$ cat src/shared/spi_timing_pkg.sv
// Constants shared by the phase-delayed serial master and its transmit buffer.
`default_nettype none
package spi_timing_pkg;
    // ****************************************************************
    // Widths
    // ****************************************************************
    localparam int unsigned WORD_WIDTH   = 16;
    localparam int unsigned LEN_WIDTH    = 4;
    localparam int unsigned DIV_WIDTH    = 7;
    localparam int unsigned PERIOD_WIDTH = 8;
    localparam int unsigned CNT_WIDTH    = 9;
    localparam int unsigned FIFO_DEPTH   = 16;

    // ****************************************************************
    // Bit-clock period
    // ****************************************************************
    // Divisor values below this give the shortest period.
    localparam logic [DIV_WIDTH-1:0]    DIV_FLOOR     = 7'h03;
    localparam logic [PERIOD_WIDTH-1:0] MIN_PERIOD    = 8'h04;
    localparam logic [PERIOD_WIDTH-1:0] PERIOD_ONE    = 8'h01;
    localparam logic [CNT_WIDTH-1:0]    HALF_TICK_ONE = 9'h001;
    localparam logic [CNT_WIDTH-1:0]    CNT_ZERO      = 9'h000;

    // ****************************************************************
    // Reset and idle values
    // ****************************************************************
    localparam logic                  SELECT_IDLE = 1'h1;
    localparam logic                  LINE_IDLE   = 1'h0;
    localparam logic [LEN_WIDTH-1:0]  BIT_ZERO    = 4'h0;
    localparam logic [LEN_WIDTH-1:0]  BIT_ONE     = 4'h1;
    localparam logic [WORD_WIDTH-1:0] WORD_ZERO   = 16'h0000;
endpackage
`default_nettype wire

$ cat src/hdl/spi_master_phase1.sv
// Serial peripheral master, phase-delayed bit timing, with a transmit FIFO.
`timescale 1ns/1ps
`default_nettype none
// What this block does
// - Period four clocks, else divisor plus one.
// - Period spans 4-128, or 5-127 odd.
// - Odd period: first phase half clock shorter.
// - Polarity bit selects edge and idle level.
// - Starts and chains words only with master and phase set; a word in progress finishes.
// - Data leads active edge by half bit.
// - Select asserts half bit before first edge.
// - Select releases after last bit, stays back-to-back.
module spi_master_phase1 (
    input  wire logic                                     clock_in,
    input  wire logic                                     reset_n_in,
    input  wire logic                                     low_speed_periph_clock_in,
    input  wire logic [spi_timing_pkg::DIV_WIDTH-1:0]     baud_divisor_in,
    input  wire logic                                     clock_polarity_in,
    input  wire logic                                     master_select_in,
    input  wire logic                                     clock_phase_in,
    input  wire logic [spi_timing_pkg::LEN_WIDTH-1:0]     char_len_in,
    input  wire logic                                     tx_valid_in,
    output logic                                          tx_ready_out,
    input  wire logic [spi_timing_pkg::WORD_WIDTH-1:0]    tx_data_in,
    output logic [spi_timing_pkg::WORD_WIDTH-1:0]         rx_data_out,
    output logic                                          rx_valid_out,
    output logic                                          busy_out,
    output logic                                          serial_bit_clock_out,
    output logic                                          master_out_line_out,
    input  wire logic                                     master_in_line_in,
    output logic                                          slave_select_n_out
);
    localparam int unsigned WW = spi_timing_pkg::WORD_WIDTH;
    localparam int unsigned LW = spi_timing_pkg::LEN_WIDTH;
    localparam int unsigned CW = spi_timing_pkg::CNT_WIDTH;
    localparam int unsigned PW = spi_timing_pkg::PERIOD_WIDTH;

    typedef enum logic [3:0] {
        ST_IDLE    = 4'h1,
        ST_LEAD    = 4'h2,
        ST_PHASE_A = 4'h4,
        ST_PHASE_B = 4'h8
    } state_t;

    // ****************************************************************
    // Pin synchronisers and half-tick enable
    // ****************************************************************
    logic ls_sync1_q;
    logic ls_sync2_q;
    logic ls_prev_q;
    logic in_sync1_q;
    logic in_sync2_q;
    logic half_tick;

    always_ff @(posedge clock_in or negedge reset_n_in) begin
        if (!reset_n_in) begin
            ls_sync1_q <= spi_timing_pkg::LINE_IDLE;
            ls_sync2_q <= spi_timing_pkg::LINE_IDLE;
            ls_prev_q  <= spi_timing_pkg::LINE_IDLE;
            in_sync1_q <= spi_timing_pkg::LINE_IDLE;
            in_sync2_q <= spi_timing_pkg::LINE_IDLE;
        end else begin
            ls_sync1_q <= low_speed_periph_clock_in;
            ls_sync2_q <= ls_sync1_q;
            ls_prev_q  <= ls_sync2_q;
            in_sync1_q <= master_in_line_in;
            in_sync2_q <= in_sync1_q;
        end
    end

    // Both edges of the peripheral clock count, so odd periods split by half clocks.
    always_comb begin
        half_tick = ls_sync2_q ^ ls_prev_q;
    end

    // ****************************************************************
    // Bit-clock period and phase lengths in half peripheral clocks
    // ****************************************************************
    logic [PW-1:0] period;
    logic          period_odd;
    logic [CW-1:0] lead_len;
    logic [CW-1:0] phase_a_len;
    logic [CW-1:0] phase_b_len;

    always_comb begin
        if (baud_divisor_in < spi_timing_pkg::DIV_FLOOR) begin
            period = spi_timing_pkg::MIN_PERIOD;
        end else begin
            period = PW'({1'h0, baud_divisor_in}) + spi_timing_pkg::PERIOD_ONE;
        end
        period_odd = period[0];
        lead_len   = CW'(period);
        if (period_odd) begin
            phase_a_len = CW'(period) - spi_timing_pkg::HALF_TICK_ONE;
            phase_b_len = CW'(period) + spi_timing_pkg::HALF_TICK_ONE;
        end else begin
            phase_a_len = CW'(period);
            phase_b_len = CW'(period);
        end
    end

    // ****************************************************************
    // Transmit FIFO
    // ****************************************************************
    logic          fifo_valid;
    logic          fifo_pop;
    logic [WW-1:0] fifo_data;

    word_fifo #(
        .WIDTH (WW),
        .DEPTH (spi_timing_pkg::FIFO_DEPTH)
    ) tx_fifo (
        .clock_in      (clock_in),
        .reset_n_in    (reset_n_in),
        .in_valid_in   (tx_valid_in),
        .in_ready_out  (tx_ready_out),
        .in_data_in    (tx_data_in),
        .out_valid_out (fifo_valid),
        .out_ready_in  (fifo_pop),
        .out_data_out  (fifo_data)
    );

    // ****************************************************************
    // Transfer sequencer
    // ****************************************************************
    state_t        state_q;
    state_t        state_d;
    logic [CW-1:0] cnt_q;
    logic [CW-1:0] cnt_d;
    logic [LW-1:0] bit_q;
    logic [LW-1:0] bit_d;
    logic [WW-1:0] tx_word_q;
    logic [WW-1:0] tx_word_d;
    logic [WW-1:0] rx_shift_q;
    logic [WW-1:0] rx_shift_d;
    logic [WW-1:0] rx_data_q;
    logic [WW-1:0] rx_data_d;
    logic          rx_valid_q;
    logic          rx_valid_d;
    logic          sclk_q;
    logic          sclk_d;
    logic          mosi_q;
    logic          mosi_d;
    logic          ss_n_q;
    logic          ss_n_d;
    logic          mode_ok;
    logic          phase_end;
    logic [CW-1:0] cur_len;

    always_comb begin
        mode_ok    = master_select_in && clock_phase_in;
        state_d    = state_q;
        cnt_d      = cnt_q;
        bit_d      = bit_q;
        tx_word_d  = tx_word_q;
        rx_shift_d = rx_shift_q;
        rx_data_d  = rx_data_q;
        rx_valid_d = 1'h0;
        sclk_d     = sclk_q;
        mosi_d     = mosi_q;
        ss_n_d     = ss_n_q;
        fifo_pop   = 1'h0;
        case (state_q)
            ST_LEAD:    cur_len = lead_len;
            ST_PHASE_A: cur_len = phase_a_len;
            default:    cur_len = phase_b_len;
        endcase
        phase_end = half_tick && (cnt_q == cur_len - spi_timing_pkg::HALF_TICK_ONE);
        if (half_tick && !phase_end) begin
            cnt_d = cnt_q + spi_timing_pkg::HALF_TICK_ONE;
        end
        case (state_q)
            ST_IDLE: begin
                sclk_d = clock_polarity_in;
                ss_n_d = spi_timing_pkg::SELECT_IDLE;
                cnt_d  = spi_timing_pkg::CNT_ZERO;
                if (mode_ok && fifo_valid) begin
                    // select and first bit lead by half a period
                    fifo_pop  = 1'h1;
                    tx_word_d = fifo_data;
                    bit_d     = char_len_in;
                    mosi_d    = fifo_data[char_len_in];
                    ss_n_d    = 1'h0;
                    state_d   = ST_LEAD;
                end
            end
            ST_LEAD, ST_PHASE_B: begin
                if (phase_end) begin
                    cnt_d   = spi_timing_pkg::CNT_ZERO;
                    sclk_d  = ~clock_polarity_in;
                    rx_shift_d = {rx_shift_q[WW-2:0], in_sync2_q};
                    state_d = ST_PHASE_A;
                end
            end
            ST_PHASE_A: begin
                if (phase_end) begin
                    cnt_d  = spi_timing_pkg::CNT_ZERO;
                    sclk_d = clock_polarity_in;
                    if (bit_q == spi_timing_pkg::BIT_ZERO) begin
                        rx_valid_d = 1'h1;
                        rx_data_d  = rx_shift_q;
                        if (mode_ok && fifo_valid) begin
                            fifo_pop  = 1'h1;
                            tx_word_d = fifo_data;
                            bit_d     = char_len_in;
                            mosi_d    = fifo_data[char_len_in];
                            state_d   = ST_PHASE_B;
                        end else begin
                            // release together with the trailing edge, half a period after the last active edge
                            ss_n_d  = spi_timing_pkg::SELECT_IDLE;
                            state_d = ST_IDLE;
                        end
                    end else begin
                        // next bit half a period before its edge
                        bit_d   = bit_q - spi_timing_pkg::BIT_ONE;
                        mosi_d  = tx_word_q[bit_q - spi_timing_pkg::BIT_ONE];
                        state_d = ST_PHASE_B;
                    end
                end
            end
            default: begin
                state_d = ST_IDLE;
                ss_n_d  = spi_timing_pkg::SELECT_IDLE;
            end
        endcase
    end

    always_ff @(posedge clock_in or negedge reset_n_in) begin
        if (!reset_n_in) begin
            state_q    <= ST_IDLE;
            cnt_q      <= spi_timing_pkg::CNT_ZERO;
            bit_q      <= spi_timing_pkg::BIT_ZERO;
            tx_word_q  <= spi_timing_pkg::WORD_ZERO;
            rx_shift_q <= spi_timing_pkg::WORD_ZERO;
            rx_data_q  <= spi_timing_pkg::WORD_ZERO;
            rx_valid_q <= 1'h0;
            sclk_q     <= spi_timing_pkg::LINE_IDLE;
            mosi_q     <= spi_timing_pkg::LINE_IDLE;
            ss_n_q     <= spi_timing_pkg::SELECT_IDLE;
        end else begin
            state_q    <= state_d;
            cnt_q      <= cnt_d;
            bit_q      <= bit_d;
            tx_word_q  <= tx_word_d;
            rx_shift_q <= rx_shift_d;
            rx_data_q  <= rx_data_d;
            rx_valid_q <= rx_valid_d;
            sclk_q     <= sclk_d;
            mosi_q     <= mosi_d;
            ss_n_q     <= ss_n_d;
        end
    end

    // ****************************************************************
    // Outputs
    // ****************************************************************
    always_comb begin
        serial_bit_clock_out = sclk_q;
        master_out_line_out  = mosi_q;
        slave_select_n_out   = ss_n_q;
        rx_data_out          = rx_data_q;
        rx_valid_out         = rx_valid_q;
        busy_out             = (state_q != ST_IDLE);
    end
endmodule
`default_nettype wire

$ cat src/hdl/word_fifo.sv
// Flip-flop FIFO with valid and ready on both sides.
`timescale 1ns/1ps
`default_nettype none
module word_fifo #(
    parameter int unsigned WIDTH = spi_timing_pkg::WORD_WIDTH,
    parameter int unsigned DEPTH = spi_timing_pkg::FIFO_DEPTH
) (
    input  wire logic             clock_in,
    input  wire logic             reset_n_in,
    input  wire logic             in_valid_in,
    output logic                  in_ready_out,
    input  wire logic [WIDTH-1:0] in_data_in,
    output logic                  out_valid_out,
    input  wire logic             out_ready_in,
    output logic [WIDTH-1:0]      out_data_out
);
    localparam int unsigned PW = $clog2(DEPTH);

    logic [WIDTH-1:0] mem_q [DEPTH];
    logic [PW-1:0]    wr_q;
    logic [PW-1:0]    wr_d;
    logic [PW-1:0]    rd_q;
    logic [PW-1:0]    rd_d;
    logic [PW:0]      count_q;
    logic [PW:0]      count_d;
    logic             push;
    logic             pop;

    always_comb begin
        in_ready_out  = (count_q != (PW+1)'(DEPTH));
        out_valid_out = (count_q != '0);
        out_data_out  = mem_q[rd_q];
        push          = in_valid_in && in_ready_out;
        pop           = out_valid_out && out_ready_in;
        wr_d          = push ? wr_q + PW'(1) : wr_q;
        rd_d          = pop ? rd_q + PW'(1) : rd_q;
        count_d       = count_q;
        if (push && !pop) begin
            count_d = count_q + (PW+1)'(1);
        end else if (pop && !push) begin
            count_d = count_q - (PW+1)'(1);
        end
    end

    always_ff @(posedge clock_in or negedge reset_n_in) begin
        if (!reset_n_in) begin
            wr_q    <= '0;
            rd_q    <= '0;
            count_q <= '0;
        end else begin
            wr_q    <= wr_d;
            rd_q    <= rd_d;
            count_q <= count_d;
        end
    end

    always_ff @(posedge clock_in) begin
        if (push) begin
            mem_q[wr_q] <= in_data_in;
        end
    end
endmodule
`default_nettype wire

$ cat config.mk
export PLATFORM = sky130hd
export DESIGN_NAME = spi_master_phase1
export DESIGN_NICKNAME = d
export VERILOG_FILES = /design/src/shared/spi_timing_pkg.sv /design/src/hdl/spi_master_phase1.sv /design/src/hdl/word_fifo.sv
export SDC_FILE = /design/constraint.sdc
export NUM_CORES = 1
export LEC_CHECK = 0
export BUFFER_PORTS_ARGS = -buffer_cell sky130_fd_sc_hd__buf_2
export CORE_ASPECT_RATIO = 0.9
export CORE_MARGIN = 5
export CORE_UTILIZATION = 30
export CTS_CLUSTER_DIAMETER = 80
export DETAILED_ROUTE_END_ITERATION = 10
export PLACE_DENSITY_LB_ADDON = 0.05
export SETUP_SLACK_MARGIN = 0.1
export SYNTH_ARGS = -nofsm -noshare
export SYNTH_HDL_FRONTEND = slang
export SYNTH_SLANG_ARGS = --single-unit
$ cat constraint.sdc
create_clock -name clock_in -period 6.3 [get_ports clock_in]
set_clock_uncertainty 0.15 [all_clocks]
set_input_delay 0.945 -clock clock_in [delete_from_list [all_inputs] [get_ports clock_in]]
set_output_delay 0.945 -clock clock_in [all_outputs]
set_load 0.02 [all_outputs]
==> impl_metrics.py <==
metrics = {
    "synthesis": {
        "synth_xor_area_frac": 0.0214,
        "yosys_warnings": 0,
        "async_flop_share": 0.254,
        "synth_area_mm2": 0.0151,
        "synth_compound_area_frac": 0.0870,
        "synth_cells": 978,
        "synth-adder-area-share": 0.0146,
        "yosys.area_share.simple": 0.0616,
        "ys.flop_type": "edfxtp_1",
        "ys_seq_area_frac": 0.653,
        "synth_top_family_by_area": "multiplexers",
        "synth-edff-count": 256,
        "syn_nets": 1030,
        "postSynthAreaPerCell_um2": 15.4,
        "synthMuxAreaShare": 0.142,
        "ys_ff_latch": 343,
        "yosysUniqueCellTypes": 75,
    },
    "floorplan": {
        "dieArea_mm2": 0.0549,
        "fp.dieH_um": 223,
        "fp.dieW_um": 246,
        "rows": 78,
        "initial_utilization": 0.302,
        "core_mm2": 0.0501,
        "num_io_pins": 57,
    },
    "layout": {
        "seq_area_mm2": 0.00987,
        "drive_gt1_frac": 0.246,
        "stdcell_count": 1771,
        "fillCellCount": 4788,
        "final_util": 0.352,
        "area_delta_synth_final_pct": 16.8,
        "fin_nets": 1108,
        "multiInputGateArea_mm2": 0.00502,
    },
    "cts": {
        "htreeDepth": 2,
        "clock_latency_ps": 560,
        "cts_root_buf": "clkbuf_16",
        "holdBufCountCts": 0,
        "cts_tree": "yes",
        "cts.sinks": 343,
        "clkTransAtPathRegs_ps": 60,
        "post_cts_buffers": 0,
        "cts_resized": 0,
        "cts_buffers": 41,
        "cts_buffer_depth": 3,
    },
    "place": {
        "dp_hpwl_um": 24900,
        "place_congestion": 0.772,
        "numPortBuffers": 56,
        "dp_cells": 1693,
    },
    "drt": {
        "wl_met1_um": 19800,
        "post_drt_wl_per_cell_um": 22.6,
        "drt_wl_total_um": 40000,
        "drt_iter0_markers": 531,
        "drt-vias-per-instance": 4.92,
        "dr_wl_met3_um": 1410,
        "top_layer_used": "met5",
        "drc": 0,
        "via_count": 8706,
        "wl_met2_um": 18000,
        "drt_pass1_iterations": 5,
        "route.antenna.remaining_nets": 0,
    },
    "worst_hold_path": {
        "hold_start": "ls_sync1_q",
        "hold_depth": 0,
        "hold_class": "register to register",
        "worst_hold_path.endpoint": "ls_sync2_q",
    },
    "worst_setup_path": {
        "r2r-end": "tx_fifo.count_q[4]",
        "rr_worst_depth": 20,
        "worstSetupPathType": "primary input to register",
        "r2r-start": "state_q[3]",
        "r2r_slack_ps": 950,
        "critPathRequiredTime_ps": 6580,
        "cp.arrival_ps": 5950,
        "setup.worst_path.start_class": "primary input",
        "critPathCaptureType": "register",
        "crit_fanout": 8,
    },
    "sta": {
        "rsz0062_at_grt": "false",
        "timing.final.crit_share": 0.898,
        "relSlewSlack": 0.315,
        "maxSlewViolCount": 0,
        "fin_crit_ps": 5660,
        "finalHoldViolCount": 0,
        "setup_violations": 0,
        "setup_tns_ps": 0,
        "worstMarginPinSlew_ps": 1020,
        "fmax_ghz": 0.177,
    },
    "power_and_ir_drop": {
        "p_comb_frac": 0.273,
        "vdd_drop_max_v": 0.000183,
        "p_leak_nw": 6.26,
        "p_per_area_mw_per_mm2": 410,
        "pwr-share-seq": 0.415,
        "power_switching_w": 0.00234,
        "pwr-share-clk": 0.312,
        "netSwitchingFraction": 0.323,
        "internal_power_w": 0.00490,
    },
    "global_routing": {
        "grt_usage": 0.145,
        "grt_first_pass_wirelength_um": 59800,
        "antenna_found_initial": 4,
        "grt_pass1_vias": 8879,
        "grt-ovfl-total": 0,
        "grt_max_degree": 48,
    },
    "status": {
        "status": "finished clean",
    },
    "run": {
        "cap_violations": 0,
    },
}
[power groups by stage]
stage | Combinational [W] | Sequential (W) | Clock (W)
after detailed placement | 0.00202 | 0.00306 | 0
after global routing | 0.00216 | 0.00305 | 0.00243
after global placement | 0.00202 | 0.00306 | 0
final | 0.00198 | 0.00300 | 0.00226
after floorplan | 0.00144 | 0.00286 | 0
after CTS | 0.00203 | 0.00301 | 0.00234
[cells in the mapped netlist (18+ instances only)]
library cell	number	area [um^2]
mux2i_1	66	661
edfxtp_1	256	7690
o21ai_0	38	190
nand2_1	49	184
mux4_2	41	923
xnor2_1	22	193
a22oi_1	18	135
inv_1	22	82.6
dfrtp_1	85	2130
clkbuf_1	30	113
a221oi_1	37	324
mux2_2	49	552
nor2_1	34	128
[registers in the layout, summed over array words and instances (netlist names), 4 cells and up]
signal and flops:
state_q 4, tx_fifo.wr_q 4, tx_fifo.count_q 5, rx_shift_q 16
rx_data_out 16, tx_fifo.rd_q 4, tx_fifo.mem_q 256, tx_word_q 16
cnt_q 9, bit_q 4
[worst max-delay path, stage by stage]
cell and delay, ps:
buf_2 120, nor4_4 320, nand3_1 140, and2_1 230, ha_1 240, nor2_1 100
nor2_1 60, a221oi_1 260, ha_1 240, inv_1 70, a221oi_4 290, o211ai_4 140
or4_4 570, a211oi_2 230, o221ai_2 250, o31ai_4 320, inv_1 70, ha_1 250
inv_1 120, ha_1 280, a21o_1 200, a21oi_1 170, xnor2_1 130, nor2_1 60
xor2_1 140
[stage by stage]
| step | hold WS, ps | power, W | instance area [um^2] | setup WS [ps] |
|---|---|---|---|---|
| after global routing | 218 | 0.00764 | 17600 | 243 |
| after detailed placement | 187 | 0.00508 | 16400 | 75.0 |
| after floorplan | 181 | 0.00431 | 15100 | 138 |
| final | 199 | 0.00724 | 17600 | 640 |
| after CTS | 202 | 0.00738 | 17600 | 664 |
| after global placement | 183 | 0.00508 | 16400 | 143 |
[placed cells by master (no fill, tap or decap), types with 7 or more instances in the layout]
| master | count |
|---|---|
| edfxtp_1 | 256 |
| dfrtp_1 | 83 |
| mux2i_1 | 66 |
| buf_2 | 55 |
| nand2_1 | 49 |
| mux2_2 | 49 |
| clkbuf_16 | 42 |
| mux4_2 | 41 |
| o21ai_0 | 38 |
| a221oi_1 | 37 |
| buf_4 | 27 |
| inv_1 | 22 |
| xnor2_1 | 22 |
| nor2_1 | 22 |
| a22oi_1 | 18 |
| a21oi_1 | 17 |
| ha_1 | 16 |
| nand3_1 | 14 |
| xor2_1 | 13 |
| nor3_1 | 13 |
| clkbuf_1 | 13 |
| o211ai_1 | 9 |
| or3_1 | 7 |
| nor2_4 | 7 |
| and2_1 | 7 |
| clkinv_1 | 7 |
| clkinv_2 | 7 |
[routing by layer]
metal / vias to the layer above / track usage
li1: 4044 / -
met1: 4468 / 0.216
met2: 140 / 0.218
met3: 52 / 0.0255
met4: 2 / 0.0398
met5: - / 0
[cell families after synthesis]
| family | Yosys count |
|---|---|
| XOR/XNOR | 36 |
| AND/OR/NAND/NOR | 177 |
| buffers and inverters | 73 |
| AO/OA/AOI/OAI | 175 |
| adder cells (fa/ha/maj) | 17 |
| flip-flops | 343 |
| multiplexers | 157 |
[how the worst max path moves through the flow]
stage / from / to / slack, ps / depth (start not counted)
5_1_grt: baud_divisor_in[3] / tx_fifo.count_q[4] / 240 / 25
3_3_place_gp: baud_divisor_in[3] / tx_fifo.count_q[4] / 140 / 25
2_1_floorplan: baud_divisor_in[4] / tx_fifo.count_q[4] / 140 / 26
3_5_place_dp: baud_divisor_in[3] / tx_fifo.count_q[4] / 80 / 25
4_1_cts: baud_divisor_in[3] / tx_fifo.count_q[4] / 660 / 25
6_report: baud_divisor_in[3] / tx_fifo.count_q[4] / 640 / 25
[cell type report]
type | count | share of cell area
clock buffers | 58 | 0.0647
repair buffers | 84 | 0.0294
well taps | 680 | 0.0482
diodes | 3 | 0.000426
flip-flops and latches | 343 | 0.560
multi-input cells | 562 | 0.285
inverters | 24 | 0.00511
clock inverters | 17 | 0.00794
No activity file was read; power rests on OpenSTA's default activity.
